File: src/fault_log_pkg.sv
// Constants, carrier types and state codes shared by the fault and peak logger
package fault_log_pkg;
   localparam int RAILS_DEF = 10;
   localparam int FAULTS_DEF = 8;
   localparam int VOLT_W = 12;
   localparam int RAIL_W = 4;
   localparam int KIND_W = 4;
   localparam int ADDR_W = 8;
   localparam int DATA_W = 32;
   localparam int DAYS_KEEP_W = 12;
   // Timing: 50 MHz clock, one millisecond tick drives the run-time clock
   localparam int CLK_HZ = 50_000_000;
   localparam int MS_PER_S = 1000;
   localparam int MS_CYCLES_DEF = CLK_HZ / MS_PER_S;
   localparam int PEAK_HOLD_S = 30;
   localparam int PEAK_HOLD_MS_DEF = PEAK_HOLD_S * MS_PER_S;
   localparam logic [31:0] MS_PER_DAY = 32'h0526_5c00;
   // Supply comparator threshold, in millivolts, for reference only
   localparam int BROWNOUT_MV = 2900;
   // Flash word map
   localparam logic [ADDR_W-1:0] NVM_RESETS = 8'h00;
   localparam logic [ADDR_W-1:0] NVM_RTC_MS = 8'h01;
   localparam logic [ADDR_W-1:0] NVM_RTC_DAYS = 8'h02;
   localparam logic [ADDR_W-1:0] NVM_PEAK_BASE = 8'h04;
   localparam logic [ADDR_W-1:0] NVM_FAULT_BASE = 8'h20;
   localparam int NVM_PEAK_ROOM = 28;
   localparam int NVM_FAULT_ROOM = 112;
   // Values after reset
   localparam logic [DATA_W-1:0] RESET_CNT_RST = 32'h0000_0000;
   localparam logic [DATA_W-1:0] RTC_RST = 32'h0000_0000;
   localparam logic [VOLT_W-1:0] PEAK_RST = 12'h000;

   typedef struct packed {
      logic [RAIL_W-1:0] rail;
      logic [KIND_W-1:0] kind;
      logic [VOLT_W-1:0] volt;
      logic [DAYS_KEEP_W-1:0] days;
      logic [DATA_W-1:0] ms;
   } fault_entry_s;

   typedef struct packed {
      logic req;
      logic [ADDR_W-1:0] addr;
      logic [DATA_W-1:0] data;
   } nvm_wr_s;

   typedef enum {ENG_IDLE, ENG_FETCH, ENG_FLT, ENG_WAIT} eng_e;
endpackage

File: src/fault_log_ram.sv
// Fault entry SRAM: one write port, two registered read ports
`timescale 1ns/1ps
module fault_log_ram
   import fault_log_pkg::*;
#(
   parameter int DEPTH = FAULTS_DEF,
   parameter int AW = $clog2(FAULTS_DEF)
) (
   input wire logic mclk_in,
   input wire logic sys_rst_in,
   input wire logic we_in,
   input wire logic [AW-1:0] waddr_in,
   input wire fault_entry_s wdata_in,
   input wire logic [AW-1:0] raddr_a_in,
   output fault_entry_s rdata_a_out,
   input wire logic [AW-1:0] raddr_b_in,
   output fault_entry_s rdata_b_out
);
   generate
      if (DEPTH < 2 || DEPTH > (1 << AW)) begin : g_bad_depth
         $error("DEPTH does not fit the address width");
      end
   endgenerate

   fault_entry_s mem_q [DEPTH];

   always_ff @(posedge mclk_in) begin
      if (we_in) begin
         mem_q[waddr_in] <= wdata_in;
      end
   end

   // Read ports see the old word on a same-cycle write
   always_ff @(posedge mclk_in) begin
      if (sys_rst_in) begin
         rdata_a_out <= '0;
         rdata_b_out <= '0;
      end else begin
         rdata_a_out <= mem_q[raddr_a_in];
         rdata_b_out <= mem_q[raddr_b_in];
      end
   end
endmodule

File: src/run_time_clock.sv
// Run-time clock: millisecond and day counts with host or restore load
`timescale 1ns/1ps
module run_time_clock
   import fault_log_pkg::*;
#(
   parameter int MS_CYCLES = MS_CYCLES_DEF
) (
   input wire logic mclk_in,
   input wire logic sys_rst_in,
   input wire logic load_in,
   input wire logic [DATA_W-1:0] load_ms_in,
   input wire logic [DATA_W-1:0] load_days_in,
   output logic [DATA_W-1:0] ms_out,
   output logic [DATA_W-1:0] days_out,
   output logic tick_out
);
   generate
      if (MS_CYCLES < 10) begin : g_bad_div
         $error("MS_CYCLES must be at least 10");
      end
   endgenerate

   logic [31:0] div_q;
   wire div_wrap = div_q == 32'(MS_CYCLES - 1);
   wire day_wrap = ms_out == MS_PER_DAY - 32'h1;

   always_ff @(posedge mclk_in) begin
      if (sys_rst_in) begin
         div_q <= '0;
         tick_out <= 1'b0;
      end else begin
         div_q <= div_wrap ? '0 : div_q + 32'h1;
         tick_out <= div_wrap;
      end
   end

   always_ff @(posedge mclk_in) begin
      if (sys_rst_in) begin
         ms_out <= RTC_RST;
         days_out <= RTC_RST;
      end else if (load_in) begin
         ms_out <= load_ms_in; // [RULE_09]
         days_out <= load_days_in;
      end else if (div_wrap) begin
         ms_out <= day_wrap ? '0 : ms_out + 32'h1; // [RULE_13]
         days_out <= day_wrap ? days_out + 32'h1 : days_out;
      end
   end
endmodule

File: src/fault_peak_logger_brownout.sv
// Health logger: fault entries, rail peaks, reset count, flash commit engine
// Operation
// RULE_01 - Log faults, reset count, per-rail peaks
// RULE_02 - New peak opens 30 s window, commit maximum
// RULE_03 - Logging disable keeps data in SRAM only
// RULE_04 - Several fault entries kept, host readable
// RULE_05 - Entry holds rail, kind, time, last voltage
// RULE_06 - Reset count in flash, host clears
// RULE_07 - Brownout mode writes flash only at power-down
// RULE_08 - Clock persists in brownout mode, else zero
// RULE_09 - Host may overwrite run-time clock
// RULE_10 - Flag brownout when supply below 2.9 V
// RULE_11 - Brownout mode accumulates, dumps all at brownout
// RULE_12 - Host enables brownout mode, default off
// RULE_13 - Clock is 32-bit milliseconds plus days
// RULE_14 - Each entry stamped from run-time clock
// RULE_15 - Faults during flash write held, committed later
`timescale 1ns/1ps
module fault_peak_logger_brownout
   import fault_log_pkg::*;
#(
   parameter int RAILS = RAILS_DEF,
   parameter int FAULTS = FAULTS_DEF,
   parameter int MS_CYCLES = MS_CYCLES_DEF,
   parameter int PEAK_HOLD_MS = PEAK_HOLD_MS_DEF
) (
   input wire logic mclk_in,
   input wire logic sys_rst_in,
   input wire logic log_disable_in,
   input wire logic brownout_en_in,
   input wire logic brownout_in,
   input wire logic fault_valid_in,
   input wire logic [RAIL_W-1:0] fault_rail_in,
   input wire logic [KIND_W-1:0] fault_kind_in,
   input wire logic meas_valid_in,
   input wire logic [RAIL_W-1:0] meas_rail_in,
   input wire logic [VOLT_W-1:0] meas_value_in,
   input wire logic nvm_wr_ack_in,
   input wire logic [DATA_W-1:0] nvm_resets_in,
   input wire logic [DATA_W-1:0] nvm_rtc_ms_in,
   input wire logic [DATA_W-1:0] nvm_rtc_days_in,
   input wire logic host_clr_resets_in,
   input wire logic host_rtc_wr_in,
   input wire logic [DATA_W-1:0] host_rtc_ms_in,
   input wire logic [DATA_W-1:0] host_rtc_days_in,
   input wire logic rd_req_in,
   input wire logic [$clog2(FAULTS)-1:0] rd_idx_in,
   output nvm_wr_s nvm_wr_out,
   output logic [DATA_W-1:0] reset_cnt_out,
   output logic [DATA_W-1:0] rtc_ms_out,
   output logic [DATA_W-1:0] rtc_days_out,
   output logic brownout_flag_out,
   output logic dump_busy_out,
   output logic [$clog2(FAULTS):0] log_count_out,
   output logic fault_lost_out,
   output logic rd_valid_out,
   output fault_entry_s rd_entry_out
);
   localparam int FAW = $clog2(FAULTS);

   generate
      if (RAILS < 1 || RAILS > NVM_PEAK_ROOM || RAILS > (1 << RAIL_W)) begin : g_bad_rails
         $error("RAILS out of range");
      end
      if (FAULTS < 2 || (1 << FAW) != FAULTS || 2 * FAULTS > NVM_FAULT_ROOM) begin : g_bad_flt
         $error("FAULTS must be a power of two that fits the flash map");
      end
      if (PEAK_HOLD_MS < 2 || PEAK_HOLD_MS > 65535) begin : g_bad_hold
         $error("PEAK_HOLD_MS out of range");
      end
   endgenerate

   localparam logic [FAW:0] FAULT_FULL = (FAW + 1)'(FAULTS);

   // Restore from flash on the first cycle after reset release
   logic boot_q;
   logic bo_q;
   logic dump_q;
   logic [1:0] dump_rtc_q;
   logic resets_dirty_q;
   logic [RAILS-1:0] peak_pend_q;
   logic [FAW-1:0] wr_ptr_q;
   logic [FAW-1:0] cm_ptr_q;
   logic [FAW:0] pend_cnt_q;
   eng_e state_q;
   logic second_q;
   logic flt_q;
   logic ms_tick;
   logic [RAIL_W-1:0] peak_sel;
   fault_entry_s new_entry;
   fault_entry_s cm_entry;

   wire [RAILS-1:0][VOLT_W-1:0] peak_w;
   wire [RAILS-1:0][VOLT_W-1:0] last_v_w;
   wire [RAILS-1:0] peak_exp;

   // Power-down detection: level from the supply comparator
   wire bo_rise = brownout_in && !bo_q;
   wire dump_start = brownout_en_in && !log_disable_in && bo_rise && !dump_q; // [RULE_11]

   // Engine may write only when logging is on and, in brownout mode, only while dumping
   wire eng_idle = state_q == ENG_IDLE;
   wire eng_allow = !log_disable_in && (!brownout_en_in || dump_q); // [RULE_03] [RULE_07]
   wire rtc_busy = |dump_rtc_q;
   wire job_resets = eng_idle && eng_allow && resets_dirty_q;
   wire job_rtc_ms = eng_idle && eng_allow && !resets_dirty_q && dump_rtc_q[0];
   wire job_rtc_days = eng_idle && eng_allow && !resets_dirty_q && !dump_rtc_q[0]
      && dump_rtc_q[1];
   wire job_fault = eng_idle && eng_allow && !resets_dirty_q && !rtc_busy
      && pend_cnt_q != '0;
   wire job_peak = eng_idle && eng_allow && !resets_dirty_q && !rtc_busy
      && pend_cnt_q == '0 && |peak_pend_q;
   wire dump_done = eng_idle && eng_allow && dump_q && !resets_dirty_q && !rtc_busy
      && pend_cnt_q == '0 && !(|peak_pend_q);
   wire job_word = job_resets || job_rtc_ms || job_rtc_days || job_peak;

   wire [ADDR_W-1:0] job_addr = job_resets ? NVM_RESETS :
      job_rtc_ms ? NVM_RTC_MS :
      job_rtc_days ? NVM_RTC_DAYS :
      NVM_PEAK_BASE + ADDR_W'(peak_sel);
   wire [DATA_W-1:0] job_data = job_resets ? reset_cnt_out :
      job_rtc_ms ? rtc_ms_out :
      job_rtc_days ? rtc_days_out :
      DATA_W'(peak_w[peak_sel]);
   wire [RAILS-1:0] peak_clr = job_peak ? (RAILS'(1) << peak_sel) : '0;

   // Fault capture into SRAM; newest dropped when every slot awaits commit
   wire commit_done = state_q == ENG_WAIT && nvm_wr_ack_in && flt_q && !second_q;
   wire flush = log_disable_in && eng_idle; // [RULE_03]
   wire fault_acc = fault_valid_in && (flush || pend_cnt_q != FAULT_FULL); // [RULE_15]
   wire [FAW-1:0] wr_ptr_d = fault_acc ? wr_ptr_q + 1'b1 : wr_ptr_q;
   wire [ADDR_W-1:0] flt_addr = NVM_FAULT_BASE + ADDR_W'({cm_ptr_q, 1'b0});

   assign new_entry.rail = fault_rail_in; // [RULE_05]
   assign new_entry.kind = fault_kind_in;
   assign new_entry.volt = last_v_w[fault_rail_in];
   assign new_entry.days = rtc_days_out[DAYS_KEEP_W-1:0]; // [RULE_14]
   assign new_entry.ms = rtc_ms_out;

   always_comb begin
      peak_sel = '0;
      for (int i = RAILS - 1; i >= 0; i--) begin
         if (peak_pend_q[i]) begin
            peak_sel = RAIL_W'(i);
         end
      end
   end

   // Per-rail peak tracking with a hold window counted in milliseconds
   generate
      for (genvar r = 0; r < RAILS; r++) begin : g_rail
         logic [VOLT_W-1:0] pk_q;
         logic [VOLT_W-1:0] lv_q;
         logic act_q;
         logic [15:0] cnt_q;
         wire hit = meas_valid_in && meas_rail_in == RAIL_W'(r);
         wire higher = hit && meas_value_in > pk_q;
         wire expire = act_q && ms_tick && cnt_q == 16'(PEAK_HOLD_MS - 1);
         assign peak_w[r] = pk_q;
         assign last_v_w[r] = lv_q;
         assign peak_exp[r] = expire;
         always_ff @(posedge mclk_in) begin
            if (sys_rst_in) begin
               pk_q <= PEAK_RST;
               lv_q <= PEAK_RST;
               act_q <= 1'b0;
               cnt_q <= '0;
            end else begin
               lv_q <= hit ? meas_value_in : lv_q;
               pk_q <= higher ? meas_value_in : pk_q; // [RULE_02]
               if (higher && !act_q) begin
                  act_q <= 1'b1;
                  cnt_q <= '0;
               end else if (expire) begin
                  act_q <= 1'b0;
               end else if (act_q && ms_tick) begin
                  cnt_q <= cnt_q + 16'h1;
               end
            end
         end
      end
   endgenerate

   // Bookkeeping flags; a new set wins over a clear in the same cycle
   always_ff @(posedge mclk_in) begin
      if (sys_rst_in) begin
         boot_q <= 1'b1;
         bo_q <= 1'b0;
         brownout_flag_out <= 1'b0;
         dump_q <= 1'b0;
         dump_rtc_q <= '0;
         resets_dirty_q <= 1'b0;
         reset_cnt_out <= RESET_CNT_RST;
         peak_pend_q <= '0;
      end else begin
         boot_q <= 1'b0;
         bo_q <= brownout_in;
         brownout_flag_out <= brownout_flag_out || bo_rise; // [RULE_10]
         dump_q <= dump_start || (dump_q && !dump_done); // [RULE_11]
         dump_rtc_q <= dump_start ? 2'b11 :
            {dump_rtc_q[1] && !job_rtc_days, dump_rtc_q[0] && !job_rtc_ms}; // [RULE_07]
         resets_dirty_q <= (resets_dirty_q && !job_resets) || boot_q
            || host_clr_resets_in; // [RULE_06]
         if (host_clr_resets_in) begin
            reset_cnt_out <= RESET_CNT_RST; // [RULE_06]
         end else if (boot_q) begin
            reset_cnt_out <= nvm_resets_in + 32'h1; // [RULE_01]
         end
         peak_pend_q <= (peak_pend_q & ~peak_clr) | peak_exp
            | (dump_start ? {RAILS{1'b1}} : '0); // [RULE_02]
      end
   end

   always_ff @(posedge mclk_in) begin
      if (sys_rst_in) begin
         wr_ptr_q <= '0;
         cm_ptr_q <= '0;
         pend_cnt_q <= '0;
         log_count_out <= '0;
         fault_lost_out <= 1'b0;
      end else begin
         wr_ptr_q <= wr_ptr_d;
         if (flush) begin
            cm_ptr_q <= wr_ptr_d;
            pend_cnt_q <= '0;
         end else begin
            cm_ptr_q <= commit_done ? cm_ptr_q + 1'b1 : cm_ptr_q;
            pend_cnt_q <= pend_cnt_q + (FAW + 1)'(fault_acc)
               - (FAW + 1)'(commit_done); // [RULE_15]
         end
         if (fault_acc && log_count_out != FAULT_FULL) begin
            log_count_out <= log_count_out + 1'b1; // [RULE_04]
         end
         fault_lost_out <= fault_lost_out || (fault_valid_in && !fault_acc);
      end
   end

   // Flash commit engine: request held until the flash acknowledges each word
   always_ff @(posedge mclk_in) begin
      if (sys_rst_in) begin
         state_q <= ENG_IDLE;
         nvm_wr_out <= '0;
         second_q <= 1'b0;
         flt_q <= 1'b0;
      end else begin
         case (state_q)
            ENG_IDLE: begin
               if (job_fault) begin
                  state_q <= ENG_FETCH;
               end else if (job_word) begin
                  nvm_wr_out.req <= 1'b1; // [RULE_01]
                  nvm_wr_out.addr <= job_addr;
                  nvm_wr_out.data <= job_data;
                  state_q <= ENG_WAIT;
               end
            end
            ENG_FETCH: begin
               state_q <= ENG_FLT;
            end
            ENG_FLT: begin
               nvm_wr_out.req <= 1'b1; // [RULE_04]
               nvm_wr_out.addr <= flt_addr;
               nvm_wr_out.data <= cm_entry[63:32];
               second_q <= 1'b1;
               flt_q <= 1'b1;
               state_q <= ENG_WAIT;
            end
            ENG_WAIT: begin
               if (nvm_wr_ack_in && second_q) begin
                  nvm_wr_out.addr <= flt_addr + 8'h01;
                  nvm_wr_out.data <= cm_entry.ms;
                  second_q <= 1'b0;
               end else if (nvm_wr_ack_in) begin
                  nvm_wr_out.req <= 1'b0;
                  flt_q <= 1'b0;
                  state_q <= ENG_IDLE;
               end
            end
            default: begin
               state_q <= ENG_IDLE;
            end
         endcase
      end
   end

   always_ff @(posedge mclk_in) begin
      if (sys_rst_in) begin
         rd_valid_out <= 1'b0;
      end else begin
         rd_valid_out <= rd_req_in; // [RULE_04]
      end
   end

   assign dump_busy_out = dump_q;

   // Clock restored from flash only when it is meant to span resets
   wire rtc_restore = boot_q && brownout_en_in; // [RULE_08]
   wire rtc_load = rtc_restore || host_rtc_wr_in; // [RULE_09]
   wire [DATA_W-1:0] rtc_ld_ms = host_rtc_wr_in ? host_rtc_ms_in : nvm_rtc_ms_in;
   wire [DATA_W-1:0] rtc_ld_days = host_rtc_wr_in ? host_rtc_days_in : nvm_rtc_days_in;

   run_time_clock #(.MS_CYCLES(MS_CYCLES)) u_rtc (
      .mclk_in(mclk_in),
      .sys_rst_in(sys_rst_in),
      .load_in(rtc_load),
      .load_ms_in(rtc_ld_ms),
      .load_days_in(rtc_ld_days),
      .ms_out(rtc_ms_out),
      .days_out(rtc_days_out),
      .tick_out(ms_tick)
   );

   fault_log_ram #(.DEPTH(FAULTS), .AW(FAW)) u_ram (
      .mclk_in(mclk_in),
      .sys_rst_in(sys_rst_in),
      .we_in(fault_acc),
      .waddr_in(wr_ptr_q),
      .wdata_in(new_entry),
      .raddr_a_in(cm_ptr_q),
      .rdata_a_out(cm_entry),
      .raddr_b_in(rd_idx_in),
      .rdata_b_out(rd_entry_out)
   );
endmodule

File: config.mk
export PLATFORM = sky130hd
export DESIGN_NAME = fault_peak_logger_brownout
export DESIGN_NICKNAME = d
export VERILOG_FILES = /design/src/fault_log_pkg.sv /design/src/fault_log_ram.sv /design/src/run_time_clock.sv /design/src/fault_peak_logger_brownout.sv
export SDC_FILE = /design/constraint.sdc
export NUM_CORES = 2
export LEC_CHECK = 0
export BUFFER_PORTS_ARGS = -buffer_cell sky130_fd_sc_hd__buf_2
export CORE_MARGIN = 2
export CORE_UTILIZATION = 30
export DETAILED_ROUTE_END_ITERATION = 10
export PLACE_DENSITY_LB_ADDON = 0.08
export SYNTH_ARGS = -nofsm -noshare
export SYNTH_HDL_FRONTEND = slang
export SYNTH_SLANG_ARGS = --single-unit
File: constraint.sdc
create_clock -name mclk_in -period 8.2 [get_ports mclk_in]
set_clock_uncertainty 0.05 [all_clocks]
set_input_delay 0.82 -clock mclk_in [delete_from_list [all_inputs] [get_ports mclk_in]]
set_output_delay 0.82 -clock mclk_in [all_outputs]
set_load 0.03 [all_outputs]
* Yosys cells after proc, flatten, opt, wreduce, memory -nomap -nowiden
Memories as Yosys holds them, arrays and structs flattened. A register that Yosys moved wholly into a read port is not among the register bits. Index checks and enable logic that the tools add are counted.
Storage, ports and cells: register bits after elaboration 647, logic and storage cells 387, memories kept 1, output and inout bits 209, RAM bits 512
Memory list:
- u_ram.mem_q | depth 8, bits a word 64, rd ports 2, clocked after memory_dff 2, write ports 1, line fault_log_ram.sv:25 | fault_entry_s mem_q [DEPTH];
Cells by class: mux-type cells 71, equality and inequality tests 33, $lt $le $gt $ge 12, reductions and logical operators 169, bitwise operators 14, shifts and indexed selects 1, add/sub/neg operators 22
Operators by type and width (number):
- 2-to-1 mux 32 bit | 15
- adder 16 x 1 -> 16 bit (second input constant) | 10
- == test 16 x 15 -> 1 bit (second input constant) | 10
- adder 32 x 1 -> 32 bit (second input constant) | 4
- one-hot mux 32 bit (4 select lines) | 1
- one-hot mux 41 bit (3 select lines) | 1
- greater-than comparator 12 bit | 10
- binary-select mux 12 bit (select 4 bit) | 2
- logical AND 1 bit | 83
- 2-to-1 mux 41 bit | 2
- == test 32 x 2 -> 1 bit (second input constant) | 2
- zero test 32 bit | 2
- 2-to-1 mux 4 bit | 10
- 2-to-1 mux 40 bit | 1
- == test 32 x 1 -> 1 bit (second input constant) | 1
- == test 32 x 16 -> 1 bit (second input constant) | 1
- == test 32 x 27 -> 1 bit (second input constant) | 1
- == test 32 x 3 -> 1 bit (second input constant) | 1
- nonzero test 2 bit | 14
- OR reduction 2 bit | 14
- 2-to-1 mux 1 bit | 26
- zero test 1 bit | 24
- 2-to-1 mux 12 bit | 2
- AND reduction 2 bit | 12
- 33 further kinds | 73

* Logic depth before layout (Yosys ltp)
depth after elaboration 18, mapped depth 14, mapped depth without buffers 13

* Modules after synthesis
Synthesis repeated with hierarchy kept, for this count alone.
Unflattened totals: cell total of the unflattened synthesis 5137, area total of the unflattened synthesis 59129.2 um2
Modules (own cells, without submodules):
- fault_peak_logger_brownout | sequential area each 10369.9 um2, cells each 3224, instances 1, area each 27831.7 um2
- fault_log_ram | sequential area each 17937.2 um2, cells each 1249, instances 1, area each 25993.7 um2
- run_time_clock | sequential area each 1941.9 um2, cells each 664, instances 1, area each 5303.8 um2

* Worst setup path before layout
Ideal clock, no wire load.
path kind input-to-reg, start point input port log_disable_in, end point memory u_ram.mem_q[4][0] in the netlist's numbering, enable pin, cell stages on the path 6, slack -674 ps, data arrival time 8156 ps, cells stage by stage nand2_1 > nand3_1 > and2_1 > clkbuf_1 > clkinv_1 > nor4b_1
On the way: word-level cells in the longest chain between the ends 5
Ends and longest elaborated chain:
- from (decl) | line fault_peak_logger_brownout.sv:29 | input wire logic log_disable_in,
- logical AND 1 bit | line fault_peak_logger_brownout.sv:129 | wire flush = log_disable_in && eng_idle;
- logical OR 1 bit | line fault_peak_logger_brownout.sv:130 | wire fault_acc = fault_valid_in && (flush || pend_cnt_q != FAULT_FULL);
- logical AND 1 bit | line fault_peak_logger_brownout.sv:130
- 2-to-1 mux 1 bit | line fault_log_ram.sv:28 | if (we_in) begin
- 2-to-1 mux 1 bit (implied by the code) | line fault_log_ram.sv:29 | mem_q[waddr_in] <= wdata_in;
- to (decl) | line fault_log_ram.sv:25
Every way passes these cells.

* Final worst setup path
start point register state_q[1], end point memory u_ram.mem_q[2][57] in the netlist's numbering, enable pin
On the way: word-level cells in the longest chain between the ends 6
Ends and longest elaborated chain:
- from (decl) | line fault_peak_logger_brownout.sv:85 | eng_e state_q;
- from (signal assigned) | line fault_peak_logger_brownout.sv:241 | state_q <= ENG_IDLE;
- from (signal assigned) | line fault_peak_logger_brownout.sv:249 | state_q <= ENG_FETCH;
- from (signal assigned) | line fault_peak_logger_brownout.sv:254 | state_q <= ENG_WAIT;
- zero test 32 bit | line fault_peak_logger_brownout.sv:102 | wire eng_idle = state_q == ENG_IDLE;
- logical AND 1 bit | line fault_peak_logger_brownout.sv:129
- logical OR 1 bit | line fault_peak_logger_brownout.sv:130
- logical AND 1 bit | line fault_peak_logger_brownout.sv:130
- 2-to-1 mux 1 bit | line fault_log_ram.sv:28
- 2-to-1 mux 1 bit (implied by the code) | line fault_log_ram.sv:29
Every way passes these cells.

==> impl_summary.md <==
Worst setup path
The destination of the critical timing path is u_ram.mem_q[2][57]. The cell occurring most often along the worst timing path is sky130_fd_sc_hd__buf_4. The largest stage delay on the critical path is 860 ps.

The reg-to-reg endpoint is u_ram.mem_q[2][57]. The cell family with the largest share of critical-path delay is buffers and inverters. The worst setup path is captured at a register. The depth of the most critical reg-to-reg path is 9. The endpoint required time on the critical path is roughly 8600 ps.

The largest fanout on the critical path is 42. The type of element launching the critical path is a register. The standard cell with the maximum stage delay on the critical path is sky130_fd_sc_hd__buf_4.

The launch point of the critical path is state_q[1]. Setup slack on the worst reg-to-reg path comes out at about 4300 ps. The number of buffers and inverters on the critical path is 4.

The worst setup path is of the register to register kind. The data arrival time of the worst path is about 4300 ps. The critical path crosses 9 cells after its start point.

The critical path goes through inv_1, ha_1, nand2_1, nand3_1, and2_1, clkinv_1, nor4b_2, buf_4, buf_4. The startpoint identified for the worst register-to-register timing path is state_q[1].

STA
Measured against its own limit, the worst slew margin works out to about a fifth. Static timing analysis puts the maximum clock frequency at 256.4 MHz. The final hold violation count is 0.

Setup repair after global routing left no endpoint under its margin. The transition at the pin with the smallest max-transition slack is ~1200 ps. The minimum hold slack is around 180 ps.

The worst path uses 47.55% of the clock period. After layout, the worst setup slack is 4301 ps. Setup violations remaining at the end of the flow were counted as 0. The number of slew-limit violations in the final report is 0. The smallest clock period supported by the final layout is computed as 3899 ps. After routing, the total negative slack on setup checks comes to 0 ps.

GRT
The aggregate global routing overflow is 0. The global-route wire length before repair is roughly 300000 um. Entering global routing, the biggest net connects between 150 and 200 pins. The total routing usage reported by global routing is 21.34%. The number of antenna violations at the first check in global routing is 11.

The number of global-route vias before repair is approximately 42000.

Place
The placement-stage worst setup slack is 3744 ps. Port buffering added 404 buffers. Detailed placement finished with a half-perimeter wire length of ~150000 um. The last weighted congestion value of the routability-driven placer is between 0.8 and 0.9. The total placed cells including tap cells is between 7000 and 8000.

Finish
The multi-input combinational cells in the finished layout cover a total of about 0.026 mm^2. In the final design database the tool counted approximately 5800 nets. The layout-stage area growth over the synthesis result is 16.41%. The non-filler instance count after layout is around 8000.

The sequential cells in the finished layout cover a total of between 0.03 and 0.04 mm^2. After filler insertion, the fill cell instance count of the layout stands at between 15000 and 20000. In the final layout, the share of cells above drive strength 1 is ~20%.

Cells fill between 30% and 40% of the core in the end.

Flow run
The tool flagged a number of max-cap violations equal to 0.

Clocking
The number of clock sinks seen by CTS is between 1000 and 1500. After clock tree synthesis, the clock-pin slew on the worst setup and hold paths is roughly 60 ps. The number of CTS-inserted buffers is 153. Once the clock tree was built, the resizer swapped 0 gates to a different size.

TritonCTS built the clock tree. The count of H-tree levels built during CTS is 4. Clock tree synthesis selected as its root buffer the cell sky130_fd_sc_hd__clkbuf_16. The clock passes through at most 3 buffers. After clock tree synthesis, the flow added hold-fix buffers numbering 0. After clock tree synthesis, the setup repair step added 0 buffers. The insertion delay to the later sink of the worst-skew pair is 800 ps.

Die
The number of placed I/O pins is approximately 410. The initial utilization of the core area, before any placement, comes to between 30% and 40%. In this run the vertical extent of the chip is 447.1 um. The floorplan step defined a core boundary enclosing just under 0.2 mm^2. The die covers about 0.2 mm^2. The horizontal die dimension is approximately 450 um. After floorplanning, the core was divided into 162 placement rows.

Power
The net switching power is about 5300 uW. The part of the total power dissipated in sequential elements is a little over two fifths. Of the total power, combinational logic draws between 10% and 20%.

Net switching is 30.34% of the power. The internal power consumption is approximately 12000 uW. For this design the ratio of total power to cell area is around 250 mW/mm^2. Summed over all cells, the static leakage comes to between 0.02 and 0.025 uW.

The clock share of power is slightly below 40%. VDD sags by at most approximately 180 uV.

Detailed routing
The number of design-rule violations left by the first detailed-router iteration is roughly 3000. The remaining routing DRC violations is 0. The post-detailed-route wirelength per cell is between 20 and 30 um. The routed layout has roughly 42000 vias. The length of the first detailed-routing pass in iterations is 8.

In the routed layout, each cell is associated on average with a via count of ~5. The remaining antenna violation count is 0. The final routed wirelength across all metal layers is 215900 um.

Synth
Yosys printed 0 warnings. The number of distinct library cell variants in the gate-level netlist after synthesis is 100. Summing the sequential cell areas from Yosys gives between 50% and 60% of the chip area. After synthesis the cells add up to roughly 0.059 mm^2. After synthesis, the share of flip-flops with an asynchronous set or reset is 0%. Synthesis produced a netlist whose cell count is around 5100.

The number of enable-type register cells in the synthesized netlist is 512. In this run the mean area of a mapped cell was between 10 and 15 um^2. The post-synthesis sequential element count is around 1300. The most frequently used flop master after synthesis is sky130_fd_sc_hd__dfxtp_1.

Run status
The run finished with clean final reports.

Hold path
The min-delay analysis places its worst path in the category input pin to register.
-- state kept, by name, summed over array words and instances (netlist names), 4 cells and up --
name               flops
u_ram.mem_q          512
g_rail.cnt_q         160
g_rail.lv_q          120
g_rail.pk_q          120
u_ram.rdata_a_out     64
u_ram.rdata_b_out     64
nvm_wr_out            39
reset_cnt_out         32
u_rtc.days_out        32
u_rtc.div_q           32
u_rtc.ms_out          32
g_rail.act_q          10
peak_pend_q           10
log_count_out          4
pend_cnt_q             4
-- worst min path at each step --
stage	end	cells past startpoint	startpoint
after floorplan	u_rtc.div_q[0]	1	u_rtc.div_q[0]
after global placement	brownout_flag_out	2	brownout_flag_out
after detailed placement	brownout_flag_out	2	brownout_flag_out
after CTS	rd_valid_out	2	rd_req_in
after global routing	reset_cnt_out[0]	2	nvm_resets_in[0]
final	rd_valid_out	2	rd_req_in
-- stage by stage --
stage | total power [uW] | area [um^2]
after floorplan | 9402 | 58890
after global placement | 10680 | 63510
after detailed placement | 10680 | 63510
after CTS | 17580 | 68530
after global routing | 18020 | 68540
final | 17310 | 68550
-- layout by cell type (no fill, tap or decap), types with 156 or more instances in the layout --
cell type and instances:
sky130_fd_sc_hd__nand2_1 351, sky130_fd_sc_hd__nand3_1 164, sky130_fd_sc_hd__inv_1 156, sky130_fd_sc_hd__nor2_1 702
sky130_fd_sc_hd__buf_2 399, sky130_fd_sc_hd__a21oi_1 182, sky130_fd_sc_hd__dfxtp_1 739, sky130_fd_sc_hd__edfxtp_1 512
sky130_fd_sc_hd__mux2i_1 340, sky130_fd_sc_hd__mux4_2 280
-- metal layers --
metal  share of wire [%]  global-route usage (%)  vias to the layer above
li1                    -                       -                    19530
met5              0.0097                       0                        -
met2                  50                   37.17                      937
met1                  43                   27.27                    21190
met4                 3.3                   7.057                        4
met3                 3.7                   2.648                      263
-- synth_stat cells (24+ instances only) --
cell type / count / share of area [%]
sky130_fd_sc_hd__buf_1: 42 / 0.27
sky130_fd_sc_hd__o21ai_0: 96 / 0.82
sky130_fd_sc_hd__inv_1: 157 / 1.0
sky130_fd_sc_hd__o21a_1: 32 / 0.41
sky130_fd_sc_hd__a211oi_1: 60 / 0.76
sky130_fd_sc_hd__and3_1: 55 / 0.58
sky130_fd_sc_hd__mux2i_1: 340 / 5.8
sky130_fd_sc_hd__a21o_1: 40 / 0.51
sky130_fd_sc_hd__a222oi_1: 29 / 0.49
sky130_fd_sc_hd__nor3_1: 47 / 0.40
sky130_fd_sc_hd__xnor2_1: 103 / 1.5
sky130_fd_sc_hd__nand2_1: 351 / 2.2
sky130_fd_sc_hd__ha_1: 150 / 3.2
sky130_fd_sc_hd__buf_4: 48 / 0.61
sky130_fd_sc_hd__dfxtp_1: 743 / 25
sky130_fd_sc_hd__a22oi_1: 44 / 0.56
sky130_fd_sc_hd__o22ai_1: 24 / 0.25
sky130_fd_sc_hd__o211ai_1: 30 / 0.38
sky130_fd_sc_hd__mux4_2: 280 / 11
sky130_fd_sc_hd__buf_2: 36 / 0.31
sky130_fd_sc_hd__xor2_1: 134 / 2.0
sky130_fd_sc_hd__nor2b_1: 31 / 0.33
sky130_fd_sc_hd__a21oi_1: 183 / 1.6
sky130_fd_sc_hd__clkbuf_1: 227 / 1.4
sky130_fd_sc_hd__edfxtp_1: 512 / 26
sky130_fd_sc_hd__nand3_1: 164 / 1.4
sky130_fd_sc_hd__nor2_1: 707 / 4.5
sky130_fd_sc_hd__nand4_1: 85 / 0.90
-- kinds of logic after synthesis --
kind of cell,after synthesis,synth area share (%)
simple gates,1613,12.72
flops,1255,51.37
compound gates,718,8.476
mux,637,16.81
buf+inv,525,3.867
xor+xnor,237,3.525
fa+ha+maj,151,3.221
other cells,1,0.006368
-- worst register-to-register path: cells and delay by family, from the launching register on --
kind          cells  cell delay, ps
simple gates      4             890
buf+inv           4            1820
flops             1             380
fa+ha+maj         1             340
-- layout make-up --
class                           count  share of cell area [%]
Antenna cell                        7                 0.02555
Clock buffer                      219                   6.238
Clock inverter                     63                   1.088
Inverter                          160                  0.8761
Tap cell                         2624                   4.789
Multi-Input combinational cell   3358                   38.64
Sequential cell                  1255                   44.14
Timing Repair Buffer              509                   4.200
-- power groups by stage --
stage,sequential (uW),combinational [uW],clock [uW]
final,7330,3150,6820
after CTS,7350,3210,7020
after global placement,7480,3200,0
after floorplan,7400,2000,0
after global routing,7370,3390,7260
after detailed placement,7480,3200,0
Power figures use the tool's default switching activity.
